<file path="config.mk">
export PLATFORM = sky130hd
export DESIGN_NAME = ubx_top
export DESIGN_NICKNAME = d
export VERILOG_FILES = /design/src/ubx_pkg.sv /design/src/ubx_top.sv /design/src/ubx_addr_match.sv /design/src/ubx_level_lut.sv
export SDC_FILE = /design/constraint.sdc
export NUM_CORES = 1
export LEC_CHECK = 0
export ABC_CLOCK_PERIOD_IN_PS = 2270
export BUFFER_PORTS_ARGS = -buffer_cell sky130_fd_sc_hd__buf_2
export CORE_MARGIN = 2
export CORE_UTILIZATION = 51
export DETAILED_ROUTE_END_ITERATION = 10
export PLACE_DENSITY = 0.81
export SYNTH_ARGS = -nofsm -noshare
export SYNTH_HDL_FRONTEND = slang
export SYNTH_SLANG_ARGS = --single-unit
export TNS_END_PERCENT = 100
</file>
<file path="constraint.sdc">
create_clock -name CLOCK -period 2.27 [get_ports CLOCK]
set_clock_uncertainty 0.2 [all_clocks]
set_input_delay 0.3405 -clock CLOCK [delete_from_list [all_inputs] [get_ports CLOCK]]
set_output_delay 0.3405 -clock CLOCK [all_outputs]
set_load 0.02 [all_outputs]
</file>
<file path="src/ubx_pkg.sv">
// Constants and types shared by the nine-bit interrupt and queue extension
package ubx_pkg;

  // Register indices; byte address is four times the index
  localparam logic [9:0] IDX_MD_CONFIG   = 10'h0f2;
  localparam logic [9:0] IDX_SLAVE_ADDR  = 10'h0f3;
  localparam logic [9:0] IDX_SLAVE_MASK  = 10'h0f4;
  localparam logic [9:0] IDX_BCAST_ADDR  = 10'h0f5;
  localparam logic [9:0] IDX_NB_CTRL     = 10'h0f6;
  localparam logic [9:0] IDX_NB_FLAG     = 10'h0f7;
  localparam logic [9:0] IDX_EXT_CTRL    = 10'h0f8;
  localparam logic [9:0] IDX_QUEUE_CTRL  = 10'h0f9;
  localparam logic [9:0] IDX_EVT_STATUS  = 10'h0fa;
  localparam logic [9:0] IDX_EVT_MASK    = 10'h0fb;

  // Reset values
  localparam logic [7:0] RST_MD_CONFIG   = 8'h00;
  localparam logic [7:0] RST_SLAVE_ADDR  = 8'h00;
  localparam logic [7:0] RST_SLAVE_MASK  = 8'hff;
  localparam logic [7:0] RST_BCAST_ADDR  = 8'hff;
  localparam logic [1:0] RST_NB_CTRL     = 2'h2;
  localparam logic [7:0] RST_EXT_CTRL    = 8'h00;
  localparam logic [1:0] RST_QUEUE_TRIG  = 2'h0;
  localparam logic [1:0] RST_EVT_MASK    = 2'h0;

  // Field positions
  localparam int BIT_MULTIDROP_ENABLE = 0;
  localparam int BIT_IRQ_ENABLE       = 0;
  localparam int BIT_IRQ_TYPE_SEL     = 1;
  localparam int BIT_NB_FLAG          = 0;
  localparam int BIT_DEEP_QUEUE       = 0;
  localparam int BIT_PORT_SWAP        = 4;
  localparam int POS_LEVEL_BANK       = 6;
  localparam int POS_QUEUE_TRIG       = 6;
  localparam int EVT_NINE_BIT         = 0;
  localparam int EVT_RX_LEVEL         = 1;

  // Writable bits of the extension register; bits 5 and 3-1 reserved
  localparam logic [7:0] EXT_WRITE_MASK = 8'hd1;

  // Queue depths
  localparam logic [7:0] DEPTH_STD  = 8'h10;
  localparam logic [7:0] DEPTH_DEEP = 8'h80;

  // Receive thresholds in bytes, bank-major then trigger code
  localparam logic [7:0] LEVEL_TABLE [16] = '{
    8'h01, 8'h04, 8'h08, 8'h0e,
    8'h10, 8'h20, 8'h30, 8'h40,
    8'h50, 8'h58, 8'h60, 8'h68,
    8'h70, 8'h74, 8'h78, 8'h7c };

  // Bus slave states
  typedef enum logic [1:0] {
    UBX_IDLE = 2'b01,
    UBX_ACK  = 2'b10
  } ubx_bus_t;

endpackage

</file>
<file path="src/ubx_top.sv">
// Nine-bit multidrop interrupt and queue extension logic, Wishbone slave
`timescale 1ns/1ps
module ubx_top (
  // Clock, reset, enable
  input  wire logic        CLOCK,
  input  wire logic        RESETN,
  input  wire logic        CE,
  // Wishbone classic slave
  input  wire logic        WB_CYC_I,
  input  wire logic        WB_STB_I,
  input  wire logic        WB_WE_I,
  input  wire logic [11:0] WB_ADR_I,
  input  wire logic [3:0]  WB_SEL_I,
  input  wire logic [31:0] WB_DAT_I,
  output      logic [31:0] WB_DAT_O,
  output      logic        WB_ACK_O,
  // Receiver side
  input  wire logic        RX_VALID,
  input  wire logic [7:0]  RX_DATA,
  input  wire logic        RX_NINTH,
  input  wire logic [7:0]  RX_FILL,
  // Configuration and threshold hit out to the serial core
  output      logic        MULTIDROP_ENABLE,
  output      logic        DEEP_QUEUE_ENABLE,
  output      logic        PORT_SWAP_BYPASS,
  output      logic [7:0]  QUEUE_DEPTH,
  output      logic [7:0]  RX_THRESHOLD,
  output      logic        RX_TRIGGER_HIT,
  // Interrupts
  output      logic        NINE_BIT_IRQ,
  output      logic        IRQ
);
  import ubx_pkg::*;

  ubx_bus_t   bus_state;       // Slave handshake state
  logic [7:0] md_config;       // Multidrop configuration
  logic [7:0] slave_addr;      // Own address
  logic [7:0] slave_mask;      // Compare mask
  logic [7:0] bcast_addr;      // Broadcast address
  logic [1:0] nb_ctrl;         // Type select and enable
  logic       nb_flag;         // Sticky nine-bit status
  logic [7:0] ext_ctrl;        // Extension control
  logic [1:0] queue_trig;      // Trigger code of queue control
  logic [1:0] evt_status;      // Sticky event bits
  logic [1:0] evt_mask;        // Event mask
  logic       level_above;     // Fill at or over threshold
  logic       addr_hit;        // Address comparator result
  logic [7:0] next_threshold;  // Lookup result
  logic       nine_evt;        // Qualifying address byte
  logic       level_rise;      // Threshold newly reached
  logic       bus_req;         // New request this cycle
  logic       wr_en;           // Write strobe, low lane
  logic [9:0] idx;             // Word index
  logic [7:0] next_rdata;      // Read mux result
  logic       clr_nb_flag;     // Software clear of nine-bit flag
  logic [1:0] clr_evt;         // Write-one-to-clear

  // Comparator for received address bytes
  ubx_addr_match #(.W(8)) u_match (
    .rx_byte    (RX_DATA),
    .slave_addr (slave_addr),
    .slave_mask (slave_mask),
    .bcast_addr (bcast_addr),
    .hit        (addr_hit)
  );

  // Threshold selection from bank and trigger code
  ubx_level_lut u_lut (
    .bank  (ext_ctrl[POS_LEVEL_BANK +: 2]),
    .code  (queue_trig),
    .level (next_threshold)
  );

  // Request decode; one access per handshake
  assign bus_req = WB_CYC_I && WB_STB_I && (bus_state == UBX_IDLE);
  assign idx     = WB_ADR_I[11:2];
  assign wr_en   = bus_req && WB_WE_I && WB_SEL_I[0];

  // Nine-bit qualification: ninth bit marks address, type picks match
  assign nine_evt = RX_VALID && RX_NINTH
                 && md_config[BIT_MULTIDROP_ENABLE]
                 && nb_ctrl[BIT_IRQ_ENABLE]
                 && (!nb_ctrl[BIT_IRQ_TYPE_SEL]
                     || addr_hit);

  assign level_above = (RX_FILL >= RX_THRESHOLD);
  assign level_rise  = level_above && !RX_TRIGGER_HIT;

  // Software clears: flag by writing 0, events by writing 1
  assign clr_nb_flag = wr_en && (idx == IDX_NB_FLAG)
                    && !WB_DAT_I[BIT_NB_FLAG];
  assign clr_evt = (wr_en && (idx == IDX_EVT_STATUS))
                 ? WB_DAT_I[1:0] : 2'h0;

  // Read mux; unmapped words and reserved bits read zero
  always_comb begin
    next_rdata = 8'h00;
    case (idx)
      IDX_MD_CONFIG:  next_rdata = md_config;
      IDX_SLAVE_ADDR: next_rdata = slave_addr;
      IDX_SLAVE_MASK: next_rdata = slave_mask;
      IDX_BCAST_ADDR: next_rdata = bcast_addr;
      IDX_NB_CTRL:    next_rdata = {6'h00, nb_ctrl};
      IDX_NB_FLAG:    next_rdata = {7'h00, nb_flag};
      IDX_EXT_CTRL:   next_rdata = ext_ctrl;
      IDX_QUEUE_CTRL: next_rdata = {queue_trig, 6'h00};
      IDX_EVT_STATUS: next_rdata = {6'h00, evt_status};
      IDX_EVT_MASK:   next_rdata = {6'h00, evt_mask};
      default:        next_rdata = 8'h00;
    endcase
  end

  // Bus handshake: ack one cycle after request, dropped next cycle
  always_ff @(posedge CLOCK) begin
    if (!RESETN) begin
      bus_state <= UBX_IDLE;
      WB_ACK_O  <= 1'b0;
      WB_DAT_O  <= 32'h0000_0000;
    end else if (CE) begin
      case (bus_state)
        UBX_IDLE: begin
          if (bus_req) begin
            bus_state <= UBX_ACK;
            WB_ACK_O  <= 1'b1;
            WB_DAT_O  <= {24'h00_0000, next_rdata};
          end
        end
        UBX_ACK: begin
          // Gap cycle keeps a held strobe from re-triggering
          bus_state <= UBX_IDLE;
          WB_ACK_O  <= 1'b0;
        end
        default: begin
          bus_state <= UBX_IDLE;
          WB_ACK_O  <= 1'b0;
        end
      endcase
    end
  end

  // Address configuration registers
  always_ff @(posedge CLOCK) begin
    if (!RESETN) begin
      md_config  <= RST_MD_CONFIG;
      slave_addr <= RST_SLAVE_ADDR;
      slave_mask <= RST_SLAVE_MASK;
      bcast_addr <= RST_BCAST_ADDR;
    end else if (CE && wr_en) begin
      case (idx)
        IDX_MD_CONFIG:  md_config  <= WB_DAT_I[7:0];
        IDX_SLAVE_ADDR: slave_addr <= WB_DAT_I[7:0];
        IDX_SLAVE_MASK: slave_mask <= WB_DAT_I[7:0];
        IDX_BCAST_ADDR: bcast_addr <= WB_DAT_I[7:0];
        default: ;
      endcase
    end
  end

  // Interrupt control; starts with matched type, output disabled
  always_ff @(posedge CLOCK) begin
    if (!RESETN) begin
      nb_ctrl <= RST_NB_CTRL;
    end else if (CE && wr_en && (idx == IDX_NB_CTRL)) begin
      nb_ctrl <= WB_DAT_I[1:0];
    end
  end

  // Nine-bit flag; a new event beats a same-cycle clear
  always_ff @(posedge CLOCK) begin
    if (!RESETN) begin
      nb_flag <= 1'b0;
    end else if (CE) begin
      if (nine_evt) begin
        nb_flag <= 1'b1;
      end else if (clr_nb_flag) begin
        nb_flag <= 1'b0;
      end
    end
  end

  // Nine-bit interrupt pin, registered; enable gates it one cycle later
  always_ff @(posedge CLOCK) begin
    if (!RESETN) begin
      NINE_BIT_IRQ <= 1'b0;
    end else if (CE) begin
      NINE_BIT_IRQ <= nb_flag && nb_ctrl[BIT_IRQ_ENABLE];
    end
  end

  // Extension register; reserved bits dropped, so they read zero
  always_ff @(posedge CLOCK) begin
    if (!RESETN) begin
      ext_ctrl <= RST_EXT_CTRL;
    end else if (CE && wr_en && (idx == IDX_EXT_CTRL)) begin
      ext_ctrl <= WB_DAT_I[7:0] & EXT_WRITE_MASK;
    end
  end

  // Queue control trigger code
  always_ff @(posedge CLOCK) begin
    if (!RESETN) begin
      queue_trig <= RST_QUEUE_TRIG;
    end else if (CE && wr_en && (idx == IDX_QUEUE_CTRL)) begin
      queue_trig <= WB_DAT_I[POS_QUEUE_TRIG +: 2];
    end
  end

  // Configuration outputs, registered one cycle after the source
  always_ff @(posedge CLOCK) begin
    if (!RESETN) begin
      MULTIDROP_ENABLE  <= 1'b0;
      DEEP_QUEUE_ENABLE <= 1'b0;
      PORT_SWAP_BYPASS  <= 1'b0;
      QUEUE_DEPTH       <= DEPTH_STD;
      RX_THRESHOLD      <= LEVEL_TABLE[0];
    end else if (CE) begin
      MULTIDROP_ENABLE  <= md_config[BIT_MULTIDROP_ENABLE];
      DEEP_QUEUE_ENABLE <= ext_ctrl[BIT_DEEP_QUEUE];
      PORT_SWAP_BYPASS  <= ext_ctrl[BIT_PORT_SWAP];
      // Depth applies to both directions
      QUEUE_DEPTH  <= ext_ctrl[BIT_DEEP_QUEUE]
                    ? DEPTH_DEEP : DEPTH_STD;
      RX_THRESHOLD <= next_threshold;
    end
  end

  // Threshold comparison against live fill
  always_ff @(posedge CLOCK) begin
    if (!RESETN) begin
      RX_TRIGGER_HIT <= 1'b0;
    end else if (CE) begin
      RX_TRIGGER_HIT <= level_above;
    end
  end

  // Sticky event bits; set wins over write-one-to-clear
  always_ff @(posedge CLOCK) begin
    if (!RESETN) begin
      evt_status <= 2'h0;
    end else if (CE) begin
      evt_status[EVT_NINE_BIT] <= nine_evt
        || (evt_status[EVT_NINE_BIT] && !clr_evt[EVT_NINE_BIT]);
      evt_status[EVT_RX_LEVEL] <= level_rise
        || (evt_status[EVT_RX_LEVEL] && !clr_evt[EVT_RX_LEVEL]);
    end
  end

  // Event mask
  always_ff @(posedge CLOCK) begin
    if (!RESETN) begin
      evt_mask <= RST_EVT_MASK;
    end else if (CE && wr_en && (idx == IDX_EVT_MASK)) begin
      evt_mask <= WB_DAT_I[1:0];
    end
  end

  // Combined level interrupt
  always_ff @(posedge CLOCK) begin
    if (!RESETN) begin
      IRQ <= 1'b0;
    end else if (CE) begin
      IRQ <= |(evt_status & evt_mask);
    end
  end
endmodule // ubx_top

</file>
<file path="src/ubx_addr_match.sv">
// Masked slave and broadcast address comparison for received bytes
`timescale 1ns/1ps
module ubx_addr_match #(
  parameter int W = 8
) (
  // Received byte
  input  wire logic [W-1:0] rx_byte,
  // Address configuration
  input  wire logic [W-1:0] slave_addr,
  input  wire logic [W-1:0] slave_mask,
  input  wire logic [W-1:0] bcast_addr,
  // Result
  output      logic         hit
);
  // Only mask ones take part; broadcast always compares whole byte
  assign hit = (((rx_byte ^ slave_addr) & slave_mask) == '0)
             || (rx_byte == bcast_addr);
endmodule // ubx_addr_match

</file>
<file path="src/ubx_level_lut.sv">
// Receive threshold lookup from bank and trigger code
`timescale 1ns/1ps
module ubx_level_lut
  import ubx_pkg::*;
(
  // Selectors
  input  wire logic [1:0] bank,
  input  wire logic [1:0] code,
  // Threshold in bytes
  output      logic [7:0] level
);
  // Table indexed bank-major so bank 00 keeps legacy levels
  assign level = LEVEL_TABLE[{bank, code}];
endmodule // ubx_level_lut

</file>
Word level (Yosys, flattened, before mapping)
Memories as Yosys holds them, arrays and structs flattened. A register that Yosys moved wholly into a read port is not among the register bits. Index checks and enable logic that the tools add are counted.

Mux-type cells: 9. $lt $le $gt $ge: 1. Reductions and logical operators: 40. Equal/unequal tests: 13. Bitwise operators: 4.

Operators with widths (number): 10-bit by 8-bit equality test with 1-bit output, second input constant (10); 8-bit one-hot mux with 10 select lines (1); 1-bit logical AND (20); 2-bit AND reduction (6); 8-bit AND (1); 8-bit equality test (1); 8-bit greater-or-equal comparator (1); 8-bit logical NOT (1); 8-bit 2-to-1 mux (1); 8-bit XOR (1); 1-bit logical NOT (6); 2-bit 2-to-1 mux (3); 4-bit inverter with 5-bit output (1); 1-bit logical OR (4); 1-bit 2-to-1 mux (4); 3-bit AND reduction (1); 2-bit AND (1); 2-bit by 1-bit equality test with 1-bit output, second input constant (1); 2-bit inequality test, second input constant (1); 2-bit nonzero test (1); 2-bit OR reduction (1).

Register bits: 70. Memory bits (read-only): 128. Memories kept: 1.

Memories: (no name shown) (words 16, width 8, read ports 1, clocked after memory_dff 1, write ports 0, RTL line ubx_level_lut.sv:13) `assign level = LEVEL_TABLE[{bank, code}];`.

Logic depth before layout (Yosys ltp)
Gate-level depths: netlist of run 1.

Depth after elaboration: 9. Depth in mapped cells: 7. Gate-level depth less buffers: 7.

Hierarchy
From an unflattened synthesis of run 1, not the netlist that was laid out.

Cells, all modules: 452. Area, all modules: 3977.6 um^2.

By module, submodules not included: ubx_top (instances 1, area each 3634.7 um^2, sequential area each 1401.3 um^2, cells each 408); ubx_addr_match (instances 1, area each 193.9 um^2, sequential area each 0.0 um^2, cells each 24); ubx_level_lut (instances 1, area each 148.9 um^2, sequential area each 0.0 um^2, cells each 20).

Worst setup path before layout of run 1
No wires, ideal clock.

Kind: register to register. Start point: register WB_ACK_O (netlist name). End point: register bcast_addr[7]. Setup time: 0.129 ns. Data required time: 1.941 ns. Stages on the path, launching flop included: 7. Path buffers: 1. Setup slack: 0.106 ns. Arrival: 1.835 ns. Cells stage by stage: dfxtp_1 > and4b_1 > nand4_1 > buf_4 > nor4_4 > mux2i_1 > nand2_1.

RTL lines: end signal, assigned (RTL line ubx_top.sv:153) `IDX_BCAST_ADDR: bcast_addr <= WB_DAT_I[7:0];`; end, declared (RTL line ubx_top.sv:39) `logic [7:0] bcast_addr;`.

==> impl_metrics.toml, run 1 <==
[synth]
avgSynthCellArea_um2 = 8.91
syn_inst = 426
synth.top_cells.by_area = "dfxtp_1 (36%), mux2i_1 (11%), buf_4 (6.5%)"
yosysMostFrequentCell = "dfxtp_1"
synth-seq-cells = 69
synth_top_area_share_pct = 36.4
yosys_warnings = 0
synthArstFlopShare_pct = 0
syn_area_um2 = 3790
synth_edf_count = 0
ys.flop_type = "dfxtp_1"
synth_common_cells = "dfxtp_1 (69), mux2i_1 (42), nand2_1 (42), buf_4 (33), nor2b_1 (30)"
synth_cell_types = 49
synth-seq-area-share_pct = 36.4
synth_top_area_cell = "dfxtp_1"

[final_layout]
final_cells = 599
ff_latch_area_um2 = 1380
fillerInstances = 632
n_antenna_cell = 0
drive_above_1_share_pct = 22.8
multi_input_area_um2 = 2130
areaGrowthSynthToFinish_pct = 17.0
final_nets = 576

[global_routing]
grt_overflow = 0
busiest_layer = "met2"
grtUsageTotal_pct = 23.2
use_met2_pct = 38.4
use_met1_pct = 28.7
grt_max_degree = 42
use_met3_pct = 7.29
grt_pass1_wl_um = 15000
antenna_found_initial = 0
grt_pass1_vias = 3036

[worst_setup_path]
crit_buf_inv = 2
crit_path_max_fanout = 11
rr_worst_depth = 7
cp.required_ns = 2.30
end_kind = "flop"
arrival_ns = 2.12
critPathTopFamily = "simple AND/OR/NAND/NOR gates"
critical-path-max-stage-delay_ns = 0.34
cp-start-kind = "flop"
r2r_slack_ns = 0.18
r2r-end = "slave_mask[4]"
crit_type = "reg2reg"
r2r_start = "WB_ACK_O"
crit_path_top_delay_cell = "nor4_4"
cp_cell_sequence = "and4b_1 > nand4_1 > buf_4 > nor4_4 > buf_12 > mux2i_1 > nand2_1"

[hold_path]
hp-start = "WB_DAT_I[3]"
holdPathEnd = "bcast_addr[3]"
hp-class = "in2reg"
hold_depth = 3

[sta]
finalSetupViolCount = 0
slew_headroom_pct = 62.6
period_share_pct = 92.1
drv_slew = 0
setup_ws_ns = 0.178
setup-tns-final_ns = 0
rsz0062_at_grt = "false"
tightest_slew_ns = 0.560
finalHoldWorstSlack_ns = 0.0398
max_freq_ghz = 0.478
hold_violations = 0
post-route-min-period_ns = 2.09

[routing]
drt-initial-drc-count = 285
wl_um = 9130
first_pass_iters = 5
ant_nets = 0
dr_total_vias = 3202
via_per_inst = 5.35
drc = 0
wl_per_cell_um = 15.2

[clocking]
numCtsBuffers = 9
cts_tree = "done"
cts_htree_levels = 3
cts_root_buffer = "clkbuf_8"
cts_sinks = 69
cts_hold_buf = 0
cts_resized = 0
clk_path_buf_depth = 2
post_cts_buffers = 0
clk_latency_ns = 0.36
path_clk_slew_ns = 0.08

[pwr]
power_frac_seq_pct = 44.7
p_sw_mw = 0.689
powerDensity_nw_per_um2 = 617
leakagePower_nw = 1.77
power.total_mw = 2.74
p_clk_share_pct = 45.0
p_int_mw = 2.05
ir_drop_mv = 0.413
power_frac_comb_pct = 10.3
p_sw_share_pct = 25.2

[placement]
gp_congestion = 0.916
dpl_worst_slack_ns = 0.153
dp.cells = 583
place_hpwl_um = 6670
numPortBuffers = 66

[flow_run]
drv_cap = 0

[outcome]
outcome = "finished, final reports clean"

[die]
dieArea_um2 = 8140
num_rows = 31
ioPinCount = 127
start_util_pct = 52.6
core-area_um2 = 7210
die_x_um = 90.2
die_h_um = 90.2
-- power groups by stage --
stage                     Sequential (mW)  Clock [mW]  Combinational [mW]
after floorplan                      1.26           0               0.216
after global placement               1.25           0               0.271
after detailed placement             1.25           0               0.278
after CTS                            1.22        1.25               0.279
after global routing                 1.22        1.31               0.308
final                                1.22        1.23               0.281
-- worst max path at each step --
stage / startpoint / endpoint / slack, ns / cells after the start
floorplan: WB_ACK_O / bcast_addr[7] / 0.11 / 6
global placement: WB_CYC_I / nb_ctrl[1] / 0.23 / 8
detailed placement: RX_FILL[5] / evt_status[1] / 0.15 / 6
CTS: WB_ACK_O / slave_mask[4] / 0.19 / 7
global route: WB_ACK_O / nb_ctrl[0] / 0.08 / 7
finish: WB_ACK_O / slave_mask[4] / 0.18 / 7
-- tightest hold or removal path: cells and delay by family --
| kind | cells | cell delay (ns) |
|---|---|---|
| multiplexers | 1 | 0.07 |
| AND/OR/NAND/NOR | 1 | 0.06 |
| buffers and inverters | 1 | 0.11 |
-- kinds of logic (layout without fill, tap and decap cells) --
logic type	Yosys count	after routing	synth area share, %
muxes	45	45	12.0
other	1	31	0.0988
adders and majority gates	9	9	2.97
buffers and inverters	72	116	10.4
AOI/OAI and AO/OA	80	80	14.2
and+or+nand+nor	133	133	20.0
xor gates and xnor gates	17	17	3.92
DFF	69	69	36.4
-- layout make-up --
class	instances	share of cell area, %
multi-input combinational	315	48.0
tap	99	2.79
clock buffer	9	2.79
sequential	69	31.1
clock inverter	7	2.76
inverter	15	1.27
timing repair buffer	85	11.2
-- cells in the final DEF, fill, tap and decap left out, drive strengths merged, types with 3 or more instances in the layout --
cell type	count
mux2	3
o22ai	5
inv	16
clkbuf	9
a22oi	18
a21oi	11
conb	31
a21boi	7
nor4	9
nand2	42
nor3	6
a221oi	4
nor2b	30
xor2	16
a211oi	4
buf	85
dfxtp	69
mux2i	42
nand3	19
and2	3
nor2	5
o21ai	19
ha	9
nand4	3
nand2b	6
bufinv	3
-- flip-flops by register name, indices dropped and copies added (netlist names), 2 cells and up --
name / cells
slave_mask: 8
slave_addr: 8
queue_trig: 2
QUEUE_DEPTH: 2
evt_mask: 2
RX_THRESHOLD: 7
WB_DAT_O: 8
evt_status: 2
nb_ctrl: 2
ext_ctrl: 4
bcast_addr: 8
md_config: 8
-- per-layer routing --
layer / vias to the layer above / share of wire (%)
met5: - / 0
met1: 1500 / 44
met2: 110 / 47
met3: 15 / 6.4
met4: 0 / 1.9
li1: 1577 / -
-- per-stage QoR --
stage | instance area [um2] | util, %
4_1_cts | 4440 | 61.5
3_5_place_dp | 4190 | 58.1
5_1_grt | 4440 | 61.5
6_report | 4440 | 61.5
3_3_place_gp | 4190 | 58.1
2_1_floorplan | 3910 | -
Power figures use the tool's default switching activity.
==> run 2, diff against run 1 <==
--- a/config.mk
+++ b/config.mk
@@ -8,9 +8,9 @@
 export ABC_CLOCK_PERIOD_IN_PS = 2270
 export BUFFER_PORTS_ARGS = -buffer_cell sky130_fd_sc_hd__buf_2
 export CORE_MARGIN = 2
-export CORE_UTILIZATION = 51
+export CORE_UTILIZATION = 40
 export DETAILED_ROUTE_END_ITERATION = 10
-export PLACE_DENSITY = 0.81
+export PLACE_DENSITY = 0.66
 export SYNTH_ARGS = -nofsm -noshare
 export SYNTH_HDL_FRONTEND = slang
 export SYNTH_SLANG_ARGS = --single-unit
==> impl_metrics.toml, run 2 (synthesis gave the netlist of run 1 again) <==
[routing]
drc = 0
first_pass_iters = 4
via_per_inst = 5.07
drt-initial-drc-count = 185
wl_per_cell_um = 14.5
wl_um = 9100
ant_nets = 0
dr_total_vias = 3187

[worst_setup_path]
arrival_ns = 2.05
crit_path_max_fanout = 11
crit_type = "reg2reg"
end_kind = "flop"
cp.required_ns = 2.30
cp-start-kind = "flop"

[final_layout]
mostFrequentLayoutCells = "dfxtp_1 (69), buf_2 (66), nand2_1 (42), mux2i_1 (42), conb_1 (31)"
final_nets = 575
stdcell_area_um2 = 4420
drive_above_1_share_pct = 22.4
fillerInstances = 896
final_common_cell = "dfxtp_1"
n_antenna_cell = 0
final_cells = 628
areaGrowthSynthToFinish_pct = 16.5

[placement]
place_hpwl_um = 6900
gp_congestion = 0.885
dpl_worst_slack_ns = 0.153
place_area_um2 = 4210
numPortBuffers = 66
dp.cells = 612

[clocking]
path_clk_slew_ns = 0.07
cts_resized = 0
cts_hold_buf = 0
clk_latency_ns = 0.35
cts_root_buffer = "clkbuf_8"
cts_tree = "done"
cts_htree_levels = 3
post_cts_buffers = 0
cts_sinks = 69
clk_path_buf_depth = 2
numCtsBuffers = 9

[outcome]
outcome = "finished, final reports clean"

[hold_path]
hp-class = "in2reg"

[sta]
hold_violations = 0
period_share_pct = 88.8
drv_slew = 0
setup-tns-final_ns = 0
max_freq_ghz = 0.496
rsz0062_at_grt = "false"
setup_ws_ns = 0.253
finalSetupViolCount = 0
post-route-min-period_ns = 2.02

[global_routing]
grtUsageTotal_pct = 18.0
antenna_found_initial = 0
grt_pass1_vias = 2866
grt_pass1_wl_um = 14300
grt_overflow = 0
grt_max_degree = 29

[pwr]
ir_drop_mv = 0.310
power.total_mw = 2.54
leakagePower_nw = 1.75
powerDensity_nw_per_um2 = 575

[die]
ioPinCount = 127
dieArea_um2 = 10300
start_util_pct = 41.1
die_x_um = 101
num_rows = 35
die_h_um = 101
core-area_um2 = 9240

[flow_run]
drv_cap = 0
run 2: cell types whose count changed in the layout (fill, tap and decap cells not counted), sizes merged:
cell | before | now
buf | 85 | 84
bufinv | 3 | 1
clkbuf | 9 | 13
clkinvlp | 2 | 1
inv | 16 | 15
run 2: per-layer routing:
| metal | part of all wire (%) | track usage (%) | vias to the layer above |
|---|---|---|---|
| met1 | 44 | 23.5 | 1475 |
| li1 | - | - | 1573 |
| met3 | 7.7 | 5.24 | 12 |
| met5 | 0 | 0 | - |
| met4 | 1.4 | 5.09 | 0 |
| met2 | 47 | 28.9 | 127 |
run 2: worst max-delay path: stages, from the launching register on:
cell,delay [ns]
dfxtp_1,0.32
and4b_1,0.27
nand4_1,0.12
buf_4,0.22
nor4_4,0.33
buf_12,0.18
mux2i_1,0.20
nand2_1,0.07
run 2: per-stage QoR:
step	util, %	hold slack, ns
final	47.8	0.0652
after detailed placement	45.5	0.274
after global routing	47.8	0.0702
after floorplan	-	0.252
after CTS	47.8	0.0576
after global placement	45.5	0.260
run 2: cell type report:
type	instances	area, um2	area share, %
well taps	129	161	3.65
multi-input cells	315	2130	48.2
flip-flops and latches	69	1380	31.3
clock buffers	13	169	3.82
inverters	15	56.3	1.27
clock inverters	3	42.5	0.963
repair buffers	84	478	10.8
run 2: worst paths after layout:
kind         cells past startpoint   startpoint       endpoint  slack (ns)
min reg2reg                      2  WB_DAT_O[6]    WB_DAT_O[6]        0.28
max                              7     WB_ACK_O  bcast_addr[7]        0.25
max reg2reg                      7     WB_ACK_O  bcast_addr[7]        0.25
min                              3  WB_DAT_I[3]  bcast_addr[3]        0.07
run 2: power breakdown:
part	internal [mW]	leakage, nW	switching [mW]
logic	0.0945	1.08	0.186
registers	1.22	0.558	0.00536
clock network	0.596	0.106	0.444
total	1.91	1.75	0.635
